<file path="src/include/tpw_pkg.sv">
// Purpose: Constants shared by the timer, PWM and watchdog block
// Assumes: Single 200 MHz clock, plain port control
// Notes:   Interrupt line numbers index the irq_lines output
package tpw_pkg;
    localparam int          TPW_CNT_W      = 32;
    localparam int          TPW_PWM_CH     = 6;
    localparam int          TPW_PWM_MATCH  = 7;
    localparam int          TPW_IRQ_W      = 32;
    localparam int          TPW_IRQ_GP0    = 0;
    localparam int          TPW_IRQ_GP1    = 1;
    localparam int          TPW_IRQ_DUAL   = 2;
    localparam int          TPW_IRQ_WDOG   = 9;
    localparam int          TPW_IRQ_PWM    = 19;
    localparam logic [31:0] TPW_WDOG_KEY   = 32'h1ACCE551;
    localparam logic [31:0] TPW_WDOG_RELCK = 32'h00000000;
    localparam logic [31:0] TPW_ZERO32     = 32'h00000000;
    localparam logic [31:0] TPW_ONE32      = 32'h00000001;
    localparam logic [31:0] TPW_MAX16      = 32'h0000FFFF;
    localparam logic [31:0] TPW_MAX32      = 32'hFFFFFFFF;
    localparam logic [1:0]  TPW_ALT_FN0    = 2'h0;
endpackage

</file>
<file path="src/design/tpw_downcnt.sv">
// Purpose: One down-counter used by the general-purpose and dual timers
// Assumes: Asynchronous active-low reset, synchronized copy from the top
// Notes:   wrap_max wraps zero to maximum for free-running use
`timescale 1ns/10ps
module tpw_downcnt
    import tpw_pkg::*;
#(
    parameter int WIDTH = 32
) (
    input  wire logic             clk,
    input  wire logic             rst_n,
    input  wire logic             run,
    input  wire logic             tick,
    input  wire logic             wide,
    input  wire logic             stop_at_zero,
    input  wire logic             wrap_max,
    input  wire logic             load_wr,
    input  wire logic [WIDTH-1:0] load_val,
    input  wire logic [WIDTH-1:0] reload_val,
    output logic      [WIDTH-1:0] count_q,
    output logic                  zero_pulse_q,
    output logic                  halted_q
);
    initial begin
        if (WIDTH != 32) $error("tpw_downcnt needs WIDTH 32");
    end

    logic [WIDTH-1:0] mask;
    logic [WIDTH-1:0] cur;
    logic             at_zero;
    assign mask    = wide ? TPW_MAX32 : TPW_MAX16;
    assign cur     = count_q & mask;
    assign at_zero = (cur == TPW_ZERO32);

    always_ff @(posedge clk or negedge rst_n) begin
        if (!rst_n) begin
            count_q      <= TPW_ZERO32;
            zero_pulse_q <= 1'b0;
            halted_q     <= 1'b0;
        end else begin
            zero_pulse_q <= 1'b0;
            if (load_wr) begin
                count_q  <= load_val & mask;
                halted_q <= 1'b0;
            end else if (run && tick && !halted_q) begin
                if (cur == TPW_ONE32) begin
                    count_q      <= TPW_ZERO32;
                    zero_pulse_q <= 1'b1;
                    halted_q     <= stop_at_zero;
                end else if (at_zero) begin
                    count_q <= wrap_max ? mask : (reload_val & mask);
                end else begin
                    count_q <= (cur - TPW_ONE32) & mask;
                end
            end
        end
    end
endmodule // tpw_downcnt

</file>
<file path="src/design/tpw_top.sv">
// What this block does
// [RULE1] Two 32-bit general-purpose down-counters raise timeout on reaching zero.
// [RULE2] General timers count bus clock, or external pin as clock or enable.
// [RULE3] External inputs arrive on pin a and pin b, alternate function 0.
// [RULE4] External clock select plus run counts on external pin edges.
// [RULE5] External gate select plus run counts only while pin is high.
// [RULE6] Software writes current count and reload; run bit starts counting.
// [RULE7] On zero the general timer reloads and continues while running.
// [RULE8] General timer timeout interrupt only when its enable bit is set.
// [RULE9] Dual timer has two counters, 16 or 32 bit, interrupting at zero.
// [RULE10] Dual counters run free, one-shot or periodic by two select bits.
// [RULE11] Dual counters load from software value, run and interrupt enabled.
// [RULE12] PWM drives six channels from one counter and seven matches.
// [RULE13] Channel outputs only when enabled; edge type bit selects double edge; code never drives channel 0 high with its edge type bit set.
// [RULE14] PWM counter advances through a 32-bit prescaler.
// [RULE15] Working match values reload only for load-enabled entries; code loads every entry from its shadow while the counter is stopped.
// [RULE16] Match action bits decide how each match affects channel outputs; code uses them only for counter reset and interrupt.
// [RULE17] PWM match interrupts only for matches with interrupt action bits.
// [RULE18] PWM counter runs only while counter run bit is one.
// [RULE19] Watchdog requests system reset on timeout when reset enabled; code requests it only on a second timeout with no reload write between.
// [RULE20] Watchdog also works as interval timer raising periodic interrupts.
// [RULE21] Watchdog interrupt goes out as a non-maskable interrupt.
// [RULE22] Watchdog ignores register writes while locked.
// [RULE23] Writing the unlock key opens watchdog register writes.
// [RULE24] Writing zero to the lock register locks the watchdog again.
// [RULE25] Interrupts go to lines 0, 1, 2, 9 and 19.
// [RULE26] One-shot stops at zero, periodic reloads, free-running wraps to max.
// Purpose: Timers, dual timer, PWM and watchdog
// Assumes: Controls are plain ports held by software logic
// Notes:   Outputs registered; pins sampled synchronously
`timescale 1ns/10ps
module tpw_top
    import tpw_pkg::*;
#(
    parameter int NCH = TPW_PWM_CH,
    parameter int NMT = TPW_PWM_MATCH
) (
    input  wire logic        clk,
    input  wire logic        reset_n,
    input  wire logic [1:0]  pin_a_altfn,
    input  wire logic [1:0]  pin_b_altfn,
    input  wire logic        ext_input_pin_a,
    input  wire logic        ext_input_pin_b,
    input  wire logic [1:0]  timer_run_bit,
    input  wire logic [1:0]  external_clock_select,
    input  wire logic [1:0]  external_gate_select,
    input  wire logic [1:0]  gp_int_enable,
    input  wire logic [1:0]  gp_current_wr,
    input  wire logic [31:0] gp0_current_val,
    input  wire logic [31:0] gp1_current_val,
    input  wire logic [31:0] gp0_reload_val,
    input  wire logic [31:0] gp1_reload_val,
    input  wire logic [1:0]  dual_run_bit,
    input  wire logic [1:0]  dual_wide_select,
    input  wire logic [1:0]  dual_single_run,
    input  wire logic [1:0]  dual_periodic,
    input  wire logic [1:0]  dual_int_enable,
    input  wire logic [1:0]  dual_load_wr,
    input  wire logic [31:0] dual_load_value0,
    input  wire logic [31:0] dual_load_value1,
    input  wire logic [5:0]  channel_output_enable,
    input  wire logic [5:0]  edge_type_select,
    input  wire logic [31:0] prescale_reg,
    input  wire logic [6:0]  load_enable_reg,
    input  wire logic [20:0] match_action_reg,
    input  wire logic        counter_run_bit,
    input  wire logic [6:0]  match_wr,
    input  wire logic [31:0] match_wdata,
    input  wire logic        wdog_wr,
    input  wire logic        wdog_lock_wr,
    input  wire logic [31:0] wdog_wdata,
    input  wire logic        wdog_int_enable_in,
    input  wire logic        wdog_reset_enable_in,
    output logic [31:0]      gp0_count,
    output logic [31:0]      gp1_count,
    output logic [31:0]      dual_count0,
    output logic [31:0]      dual_count1,
    output logic [31:0]      pwm_count,
    output logic [5:0]       pwm_out,
    output logic             wdog_locked,
    output logic             wdog_nmi,
    output logic             wdog_reset_req,
    output logic [31:0]      irq_lines
);
    initial begin
        if (NCH != TPW_PWM_CH || NMT != TPW_PWM_MATCH) $error("tpw_top needs 6 ch, 7 matches");
    end

    logic rst_s1_q, rst_n_q;
    always_ff @(posedge clk or negedge reset_n) begin
        if (!reset_n) begin
            rst_s1_q <= 1'b0;
            rst_n_q  <= 1'b0;
        end else begin
            rst_s1_q <= 1'b1;
            rst_n_q  <= rst_s1_q;
        end
    end

    // General-purpose timers
    logic [1:0]  pin_raw, pin_q, pin_d1_q;
    logic [1:0]  gp_tick, gp_zero, gp_irq_q;
    logic [31:0] gp_cnt [2];
    assign pin_raw[0] = ext_input_pin_a & (pin_a_altfn == TPW_ALT_FN0); // [RULE3]
    assign pin_raw[1] = ext_input_pin_b & (pin_b_altfn == TPW_ALT_FN0); // [RULE3]
    always_ff @(posedge clk or negedge rst_n_q) begin
        if (!rst_n_q) begin
            pin_q    <= 2'h0;
            pin_d1_q <= 2'h0;
        end else begin
            pin_q    <= pin_raw;
            pin_d1_q <= pin_q;
        end
    end
    genvar g;
    for (g = 0; g < 2; g++) begin : g_gp
        assign gp_tick[g] = external_clock_select[g] ? (pin_q[g] & ~pin_d1_q[g]) : // [RULE4]
                            external_gate_select[g]  ? pin_q[g] : 1'b1;           // [RULE2] [RULE5]
        tpw_downcnt #(.WIDTH(TPW_CNT_W)) u_gp (
            .clk          (clk),
            .rst_n        (rst_n_q),
            .run          (timer_run_bit[g]),                 // [RULE6]
            .tick         (gp_tick[g]),
            .wide         (1'b1),                             // [RULE1]
            .stop_at_zero (1'b0),
            .wrap_max     (1'b0),                             // [RULE7]
            .load_wr      (gp_current_wr[g]),                 // [RULE6]
            .load_val     (g == 0 ? gp0_current_val : gp1_current_val),
            .reload_val   (g == 0 ? gp0_reload_val : gp1_reload_val),
            .count_q      (gp_cnt[g]),
            .zero_pulse_q (gp_zero[g]),
            .halted_q     ()
        );
    end
    always_ff @(posedge clk or negedge rst_n_q) begin
        if (!rst_n_q) gp_irq_q <= 2'h0;
        else          gp_irq_q <= gp_zero & gp_int_enable;    // [RULE1] [RULE8]
    end

    // Dual timer
    logic [1:0]  du_zero, du_irq_q;
    logic [31:0] du_cnt [2];
    for (g = 0; g < 2; g++) begin : g_du
        tpw_downcnt #(.WIDTH(TPW_CNT_W)) u_du (
            .clk          (clk),
            .rst_n        (rst_n_q),
            .run          (dual_run_bit[g]),                  // [RULE11]
            .tick         (1'b1),
            .wide         (dual_wide_select[g]),              // [RULE9]
            .stop_at_zero (dual_single_run[g]),               // [RULE10] [RULE26]
            .wrap_max     (~dual_single_run[g] & ~dual_periodic[g]), // [RULE26]
            .load_wr      (dual_load_wr[g]),                  // [RULE11]
            .load_val     (g == 0 ? dual_load_value0 : dual_load_value1),
            .reload_val   (g == 0 ? dual_load_value0 : dual_load_value1),
            .count_q      (du_cnt[g]),
            .zero_pulse_q (du_zero[g]),
            .halted_q     ()
        );
    end
    always_ff @(posedge clk or negedge rst_n_q) begin
        if (!rst_n_q) du_irq_q <= 2'h0;
        else          du_irq_q <= du_zero & dual_int_enable;  // [RULE9] [RULE11]
    end

    // PWM
    logic [31:0] pre_q, pcnt_q;
    logic [31:0] mshadow_q [7];
    logic [31:0] mwork_q [7];
    logic [6:0]  mhit;
    logic [5:0]  pwm_q;
    logic        pwm_irq_q, pstep, preset_cnt;
    assign pstep = counter_run_bit && (pre_q >= prescale_reg);  // [RULE14] [RULE18]
    for (g = 0; g < 7; g++) begin : g_hit
        assign mhit[g] = pstep && (pcnt_q == mwork_q[g]);
    end
    always_comb begin
        preset_cnt = 1'b0;
        for (int i = 0; i < 7; i++) begin
            if (mhit[i] && match_action_reg[3*i+1]) preset_cnt = 1'b1; // [RULE16]
        end
    end
    always_ff @(posedge clk or negedge rst_n_q) begin
        if (!rst_n_q) begin
            pre_q  <= TPW_ZERO32;
            pcnt_q <= TPW_ZERO32;
        end else if (counter_run_bit) begin                   // [RULE18]
            pre_q <= pstep ? TPW_ZERO32 : pre_q + TPW_ONE32;  // [RULE14]
            if (pstep) begin
                pcnt_q <= preset_cnt ? TPW_ZERO32 : pcnt_q + TPW_ONE32; // [RULE12]
            end
        end
    end
    always_ff @(posedge clk or negedge rst_n_q) begin
        if (!rst_n_q) begin
            for (int i = 0; i < 7; i++) begin
                mshadow_q[i] <= TPW_ZERO32;
                mwork_q[i]   <= TPW_ZERO32;
            end
        end else begin
            for (int i = 0; i < 7; i++) begin
                if (match_wr[i]) mshadow_q[i] <= match_wdata;
                if (!counter_run_bit || (preset_cnt && load_enable_reg[i])) begin
                    mwork_q[i] <= match_wr[i] ? match_wdata : mshadow_q[i]; // [RULE15]
                end
            end
        end
    end
    always_ff @(posedge clk or negedge rst_n_q) begin
        if (!rst_n_q) begin
            pwm_q <= 6'h0;
        end else begin
            for (int c = 0; c < 6; c++) begin
                if (!channel_output_enable[c]) begin          // [RULE13]
                    pwm_q[c] <= 1'b0;
                end else if (edge_type_select[c]) begin       // [RULE13]
                    if (mhit[c+1] && c > 0) pwm_q[c] <= 1'b0;
                    else if (c > 0 && mhit[c]) pwm_q[c] <= 1'b1;
                    else if (mhit[0]) pwm_q[c] <= 1'b0;
                end else begin
                    if (mhit[c+1]) pwm_q[c] <= 1'b0;          // [RULE12]
                    else if (mhit[0]) pwm_q[c] <= 1'b1;
                end
            end
        end
    end
    always_ff @(posedge clk or negedge rst_n_q) begin
        if (!rst_n_q) begin
            pwm_irq_q <= 1'b0;
        end else begin
            pwm_irq_q <= 1'b0;
            for (int i = 0; i < 7; i++) begin
                if (mhit[i] && match_action_reg[3*i]) pwm_irq_q <= 1'b1; // [RULE17]
            end
        end
    end

    // Watchdog
    logic        wlock_q, wint_en_q, wrst_en_q, wexp1_q, wnmi_q, wrst_q;
    logic [31:0] wload_q, wcnt_q;
    logic        wopen;
    assign wopen = wdog_wr && !wlock_q;                       // [RULE22]
    always_ff @(posedge clk or negedge rst_n_q) begin
        if (!rst_n_q) begin
            wlock_q <= 1'b1;
        end else if (wdog_lock_wr) begin
            if (wdog_wdata == TPW_WDOG_KEY)        wlock_q <= 1'b0; // [RULE23]
            else if (wdog_wdata == TPW_WDOG_RELCK) wlock_q <= 1'b1; // [RULE24]
        end
    end
    always_ff @(posedge clk or negedge rst_n_q) begin
        if (!rst_n_q) begin
            wload_q   <= TPW_MAX32;
            wint_en_q <= 1'b0;
            wrst_en_q <= 1'b0;
        end else if (wopen) begin                             // [RULE22] [RULE23]
            wload_q   <= wdog_wdata;
            wint_en_q <= wdog_int_enable_in;
            wrst_en_q <= wdog_reset_enable_in;
        end
    end
    always_ff @(posedge clk or negedge rst_n_q) begin
        if (!rst_n_q) begin
            wcnt_q  <= TPW_MAX32;
            wexp1_q <= 1'b0;
            wnmi_q  <= 1'b0;
            wrst_q  <= 1'b0;
        end else begin
            wnmi_q <= 1'b0;
            if (wopen) begin
                wcnt_q <= wdog_wdata;
            end else if (wint_en_q) begin
                if (wcnt_q == TPW_ZERO32) begin
                    wcnt_q <= wload_q;
                    wnmi_q <= 1'b1;                           // [RULE20] [RULE21]
                    if (wexp1_q && wrst_en_q) wrst_q <= 1'b1; // [RULE19]
                    wexp1_q <= 1'b1;
                end else begin
                    wcnt_q <= wcnt_q - TPW_ONE32;
                end
            end
            if (wopen) wexp1_q <= 1'b0;
        end
    end

    // Outputs
    always_ff @(posedge clk or negedge rst_n_q) begin
        if (!rst_n_q) begin
            gp0_count      <= TPW_ZERO32;
            gp1_count      <= TPW_ZERO32;
            dual_count0    <= TPW_ZERO32;
            dual_count1    <= TPW_ZERO32;
            pwm_count      <= TPW_ZERO32;
            pwm_out        <= 6'h0;
            wdog_locked    <= 1'b1;
            wdog_nmi       <= 1'b0;
            wdog_reset_req <= 1'b0;
            irq_lines      <= TPW_ZERO32;
        end else begin
            gp0_count      <= gp_cnt[0];
            gp1_count      <= gp_cnt[1];
            dual_count0    <= du_cnt[0];
            dual_count1    <= du_cnt[1];
            pwm_count      <= pcnt_q;
            pwm_out        <= pwm_q;
            wdog_locked    <= wlock_q;
            wdog_nmi       <= wnmi_q;                         // [RULE21]
            wdog_reset_req <= wrst_q;
            irq_lines                <= TPW_ZERO32;
            irq_lines[TPW_IRQ_GP0]   <= gp_irq_q[0];          // [RULE25]
            irq_lines[TPW_IRQ_GP1]   <= gp_irq_q[1];
            irq_lines[TPW_IRQ_DUAL]  <= |du_irq_q;
            irq_lines[TPW_IRQ_WDOG]  <= wnmi_q;
            irq_lines[TPW_IRQ_PWM]   <= pwm_irq_q;
        end
    end
endmodule // tpw_top

</file>
<file path="config.mk">
export PLATFORM = sky130hd
export DESIGN_NAME = tpw_top
export DESIGN_NICKNAME = d
export VERILOG_FILES = /design/src/include/tpw_pkg.sv /design/src/design/tpw_downcnt.sv /design/src/design/tpw_top.sv
export SDC_FILE = /design/constraint.sdc
export NUM_CORES = 2
export LEC_CHECK = 0
export BUFFER_PORTS_ARGS = -buffer_cell sky130_fd_sc_hd__buf_2
export CORE_UTILIZATION = 52
export DETAILED_ROUTE_END_ITERATION = 10
export GPL_TIMING_DRIVEN = 0
export PLACE_DENSITY = 0.69
export SLEW_MARGIN = 15
export SYNTH_ARGS = -nofsm -noshare
export SYNTH_HDL_FRONTEND = slang
export SYNTH_SLANG_ARGS = --single-unit
</file>
<file path="constraint.sdc">
create_clock -name clk -period 63.1 [get_ports clk]
set_clock_uncertainty 0.1 [all_clocks]
set_input_delay 3.155 -clock clk [delete_from_list [all_inputs] [get_ports clk]]
set_output_delay 3.155 -clock clk [all_outputs]
set_load 0.005 [all_outputs]
</file>
# Word level (Yosys, flattened, before mapping)
# Cells that the tools add are included.
# op_classes
n_addsub	7
n_lt_le_gt_ge	1
eq_ne	24
mux	112
bitwise_logic	21
n_reduce_logical	84
# op_table
cell	count
$mux 32	32
$eq 32x32->1	7
$and 32x32->32	6
$logic_not 32->1	6
$sub 32x1->32 const B	5
$eq 32x1->1 const B	4
$mux 1	80
$add 32x1->32 const B	2
$ne 4x1->1 const B	10
$logic_and 1x1->1	37
$eq 32x29->1 const B	1
$ge 32x32->1	1
$reduce_and 2->1	13
$reduce_bool 2->1	11
$logic_or 1x1->1	7
$not 1->1	7
$and 1x1->1	6
$logic_not 1->1	6
$and 2x2->2	2
$logic_not 2->1	2
$reduce_and 4->1	1
$ne 3x1->1 const B	1
$ne 3x2->1 const B	1
$reduce_or 2->1	1
# totals
ff_bits	909
out_inout_bits	201
wordCells	308

# Depth between registers and ports, before layout
# logic_depth
depth_word	13
mapped_depth	12
mapped_depth_nobuf	9

# Cells and area by module
# Synthesis repeated with hierarchy kept, for this count alone.
# hier_totals
hier_cells	3779
area_unflattened_um2	42823.6
# by_module_without_submodules
module	n_inst	cells_each	area_each_um2	seq_area_each_um2
tpw_top	1	2539	32678.8	19401.1
tpw_downcnt	4	310	2536.2	850.8

# Least setup slack after synthesis
# OpenSTA, ideal clock, no wires.
# synth_timing
path_kind	input port to flip-flop
startpoint	input port prescale_reg[0]
endpoint	register mwork_q[100] (netlist name)
setup_ns	0.125
arrival_time_ns	5.796
required_time_ns	62.875
setup_slack_ns	57.079
path_stages	11
path_cell_list	ha_1 > nand2b_1 > a2111o_1 > a311o_1 > o311a_1 > buf_4 > nor3_2 > buf_4 > a221oi_4 > buf_6 > mux2_4
# synth_between
elab_chain_len	13
word_cells_on_any_way	25
# synth_lines
item	line	text
start: declaration	tpw_top.sv:63	input wire logic [31:0] prescale_reg,
$ge 32x32->1 (*)	tpw_top.sv:172	assign pstep = counter_run_bit && (pre_q >= prescale_reg);
$logic_and 1x1->1 (*)	tpw_top.sv:172	
$logic_and 1x1->1	tpw_top.sv:174	assign mhit[g] = pstep && (pcnt_q == mwork_q[g]);
$logic_and 1x1->1	tpw_top.sv:179	if (mhit[i] && match_action_reg[3*i+1]) preset_cnt = 1'b1;
$mux 1 (6 in series)	tpw_top.sv:179	
$mux 1 (*)	tpw_top.sv:179	
$logic_and 1x1->1 (*)	tpw_top.sv:202	if (!counter_run_bit || (preset_cnt && load_enable_reg[i])) begin
$logic_or 1x1->1 (*)	tpw_top.sv:202	
end signal: indexed assignment	tpw_top.sv:203	mwork_q[i] <= match_wr[i] ? match_wdata : mshadow_q[i];
end: declaration	tpw_top.sv:168	logic [31:0] mwork_q [7];
# Every way passes the cells marked *; elsewhere a longest branch is shown, timed or not.
# A chain may end at the register's enable or synchronous reset.

# Worst setup path in the final report
# layout_timing
startpoint	input port prescale_reg[0]
endpoint	register pcnt_q[5]
# layout_between
elab_chain_len	12
word_cells_on_any_way	25
# layout_lines
item	line	text
$ge 32x32->1 (*)	tpw_top.sv:172	
$logic_and 1x1->1 (*)	tpw_top.sv:172	
$logic_and 1x1->1	tpw_top.sv:174	
$logic_and 1x1->1	tpw_top.sv:179	
$mux 1 (7 in series)	tpw_top.sv:179	
$mux 32	tpw_top.sv:189	pcnt_q <= preset_cnt ? TPW_ZERO32 : pcnt_q + TPW_ONE32;
end signal: assignment	tpw_top.sv:189	
end: declaration	tpw_top.sv:166	logic [31:0] pre_q, pcnt_q;
# Marks and branches as above.

==> reports/metrics.yaml <==
yosysWarnings: 0
worstReg2RegStart: "pcnt_q[8]$_DFFE_PN0P_"
fin_nets: 4783
num-fill-cells: 6604
coreArea_um2: 82100
synth_cell_types: 83
fin_setup_tns_ps: 0
place_area_um2: 47800
vias: 32265
relSlewSlack_pct: 22.2
hold_viol: 0
clockBufferDepth: 3
syn-instance-count: 3696
r2r_cells: 10
grt_pass1_vias: 32069
ios: 571
dr.pass1.iters: 6
crit_type: "input port to register"
yosysTopAreaCell: "dfrtp_1"
cts_setup_buffers: 0
drt_iter0_markers: 2284
r2r_setup_slack_ps: 58420
hp-class: "register to async pin"
finalCritPeriodShare_pct: 9.80
cts_hold_buf: 0
drc_errors: 0
cp_top_family: "compound AO/OA/AOI/OAI gates"
rsz0062_at_grt: "false"
ys.flop_type: "dfrtp_1"
slowest_delay_ps: 540
avgSynthCellArea_um2: 11.7
min_period_ps: 6180
fmax_mhz: 162
yosysSeqAreaShare_pct: 52.7
max_cap_violations: 0
cts_buffers: 98
via_per_inst: 5.82
final-setup-viol-count: 0
cp.arrival_ps: 6620
crit_buf_inv: 4
worstPathCellList: "buf_2 -> ha_1 -> nand2b_1 -> a2111o_1 -> a311o_1 -> o311a_1 -> buf_4 -> o21ai_1 -> clkbuf_1 -> buf_2 -> a32oi_1 -> o31ai_1"
cp-end-kind: "register"
tightest_slew_ps: 1170
timing.rr.end: "mwork_q[39]$_DFFE_PN0P_"
wl_um: 130000
leakagePower_nw: 23.4
port_buffers: 525
fin_util_pct: 62.2
synth_top_cell_area_share_pct: 48.6
die_area_um2: 84300
dp_hpwl_um: 95500
syn_to_final_growth_pct: 18.1
grt_max_degree: 61
required_ps: 63540
synth_seq_cells: 906
dp_slack_ps: 56220
outcome: "complete, no violations"
setup_ws_ps: 56920
crit_path_max_fanout: 10
grt_usage_pct: 30.8
endpoint: "pcnt_q[5]$_DFFE_PN0P_"
cp_common_cell: "buf_2"
clkSinkCount: 906
crit_slowest_cell: "o21ai_1"
fp.dieW_um: 290
rows: 105
place_congestion: 0.971
clkTransAtPathRegs_ps: 60
synth_edf_count: 0
grt_overflow: 0
final_layout_size_suffix_gt1_share_pct: 30.6
finalPower_mw: 1.51
synthArstFlopShare_pct: 100
ant_nets: 0
cts_tree: "built"
worst-path-stages: 12
slew_viol_final: 0
grt_pass1_wl_um: 198000
vdd_drop_max_mv: 0.0215
powerDensity_nw_per_um2: 29.5
antenna_found_initial: 39
post_cts_resized: 0
clockRootBuffer: "clkbuf_16"
startpoint_type: "input port"
netlist_top_cells_area: "dfrtp_1 49%, mux2_4 7.3%, mux2_2 6.6%"
h-tree-depth: 3
fp.dieH_um: 290
fin_area_um2: 51100
wl_per_cell_um: 23.5
synth_area_um2: 43200
clock_latency_ps: 660
start_util_pct: 52.6
timing.critical_path.from: "prescale_reg[0]"
[final cells by class]
cell class / count / area [um2] / area share (%)
Clock inverter: 32 / 349 / 0.684
Buffer: 246 / 1340 / 2.63
Multi-Input combinational cell: 2467 / 18800 / 36.9
Sequential cell: 906 / 22800 / 44.6
Antenna cell: 31 / 77.6 / 0.152
Clock buffer: 145 / 2880 / 5.64
Tap cell: 1070 / 1340 / 2.62
Timing Repair Buffer: 543 / 3090 / 6.05
Inverter: 103 / 387 / 0.757
[stage by stage]
| step | hold slack (ps) | cells |
|---|---|---|
| after floorplan | 231 | 3722 |
| after global placement | 234 | 5317 |
| after detailed placement | 189 | 5335 |
| after CTS | 191 | 5512 |
| after global routing | 215 | 5532 |
| final | 179 | 5543 |
[flip-flops by register name, summed over array words and instances, names as in the netlist, 5 cells and up]
register	count
mshadow_q	224
irq_lines	5
gp0_count	32
pcnt_q	32
g_du.u_du.count_q	64
pre_q	32
dual_count1	32
pwm_q	6
pwm_out	6
pwm_count	32
wload_q	32
wcnt_q	32
mwork_q	224
gp1_count	32
g_gp.u_gp.count_q	64
dual_count0	32
[routing by layer]
metal  GRT usage (%)  vias to the layer above  wire length, um
li1                -                    14464                -
met1            42.1                    16124            55500
met2            46.9                     1363            59000
met3            6.26                      304             9180
met4            15.0                       10             6760
met5               0                        -               71
[placed cells by master, fill, tap and decap left out, drive strengths merged, types with 134 or more instances in the layout]
cell type  instances
o21ai            162
nand2            282
dfrtp            840
clkbuf           269
xnor2            134
buf              665
nor2             193
a21oi            179
xor2             228
mux2             464
[power breakdown]
part / total [mW] / internal (mW) / switching [mW]
Combinational: 0.226 / 0.115 / 0.110
Clock: 0.575 / 0.333 / 0.242
Sequential: 0.706 / 0.653 / 0.0525
[kinds of logic after synthesis]
group / Yosys count / share of synthesized area [%]
buf+inv: 349 / 4.00
simple gates: 932 / 10.8
mux: 474 / 14.1
fa+ha+maj: 48 / 1.39
xor+xnor: 362 / 7.34
flops: 906 / 52.7
compound gates: 623 / 9.62
other cells: 2 / 0.0174
[cell usage after synthesis (14+ instances only)]
| cell | instances |
|---|---|
| nor3_1 | 51 |
| nor4_1 | 93 |
| o2111ai_1 | 17 |
| a221o_1 | 18 |
| and4_1 | 17 |
| a22oi_1 | 33 |
| nand2_1 | 282 |
| buf_2 | 16 |
| nor2_1 | 192 |
| nor3b_1 | 14 |
| clkbuf_1 | 124 |
| buf_1 | 25 |
| a21oi_1 | 179 |
| or4_1 | 26 |
| inv_1 | 102 |
| and2_1 | 25 |
| buf_4 | 56 |
| and3_1 | 30 |
| xor2_1 | 228 |
| or3_1 | 32 |
| dfstp_2 | 66 |
| dfrtp_1 | 840 |
| xnor2_1 | 134 |
| mux2_4 | 210 |
| o31ai_1 | 16 |
| buf_6 | 25 |
| mux2_2 | 254 |
| ha_1 | 48 |
| nand3_1 | 55 |
| a221oi_1 | 23 |
| o21ai_0 | 152 |
| nand4_1 | 55 |
| o221ai_1 | 28 |
[worst min path at each step]
stage / start / to / depth (start not counted)
6_report: rst_n_q$_DFF_PN0_ / gp0_count[24]$_DFF_PN0_ / 0
5_1_grt: rst_n_q$_DFF_PN0_ / gp0_count[26]$_DFF_PN0_ / 0
4_1_cts: rst_n_q$_DFF_PN0_ / g_gp[0].u_gp.count_q[28]$_DFFE_PN0P_ / 0
3_5_place_dp: rst_n_q$_DFF_PN0_ / g_gp[0].u_gp.count_q[27]$_DFFE_PN0P_ / 0
3_3_place_gp: gp_irq_q[1]$_DFF_PN0_ / irq_lines[1]$_DFF_PN0_ / 0
2_1_floorplan: gp_irq_q[0]$_DFF_PN0_ / irq_lines[0]$_DFF_PN0_ / 0
No activity file was read; power rests on OpenSTA's default activity.
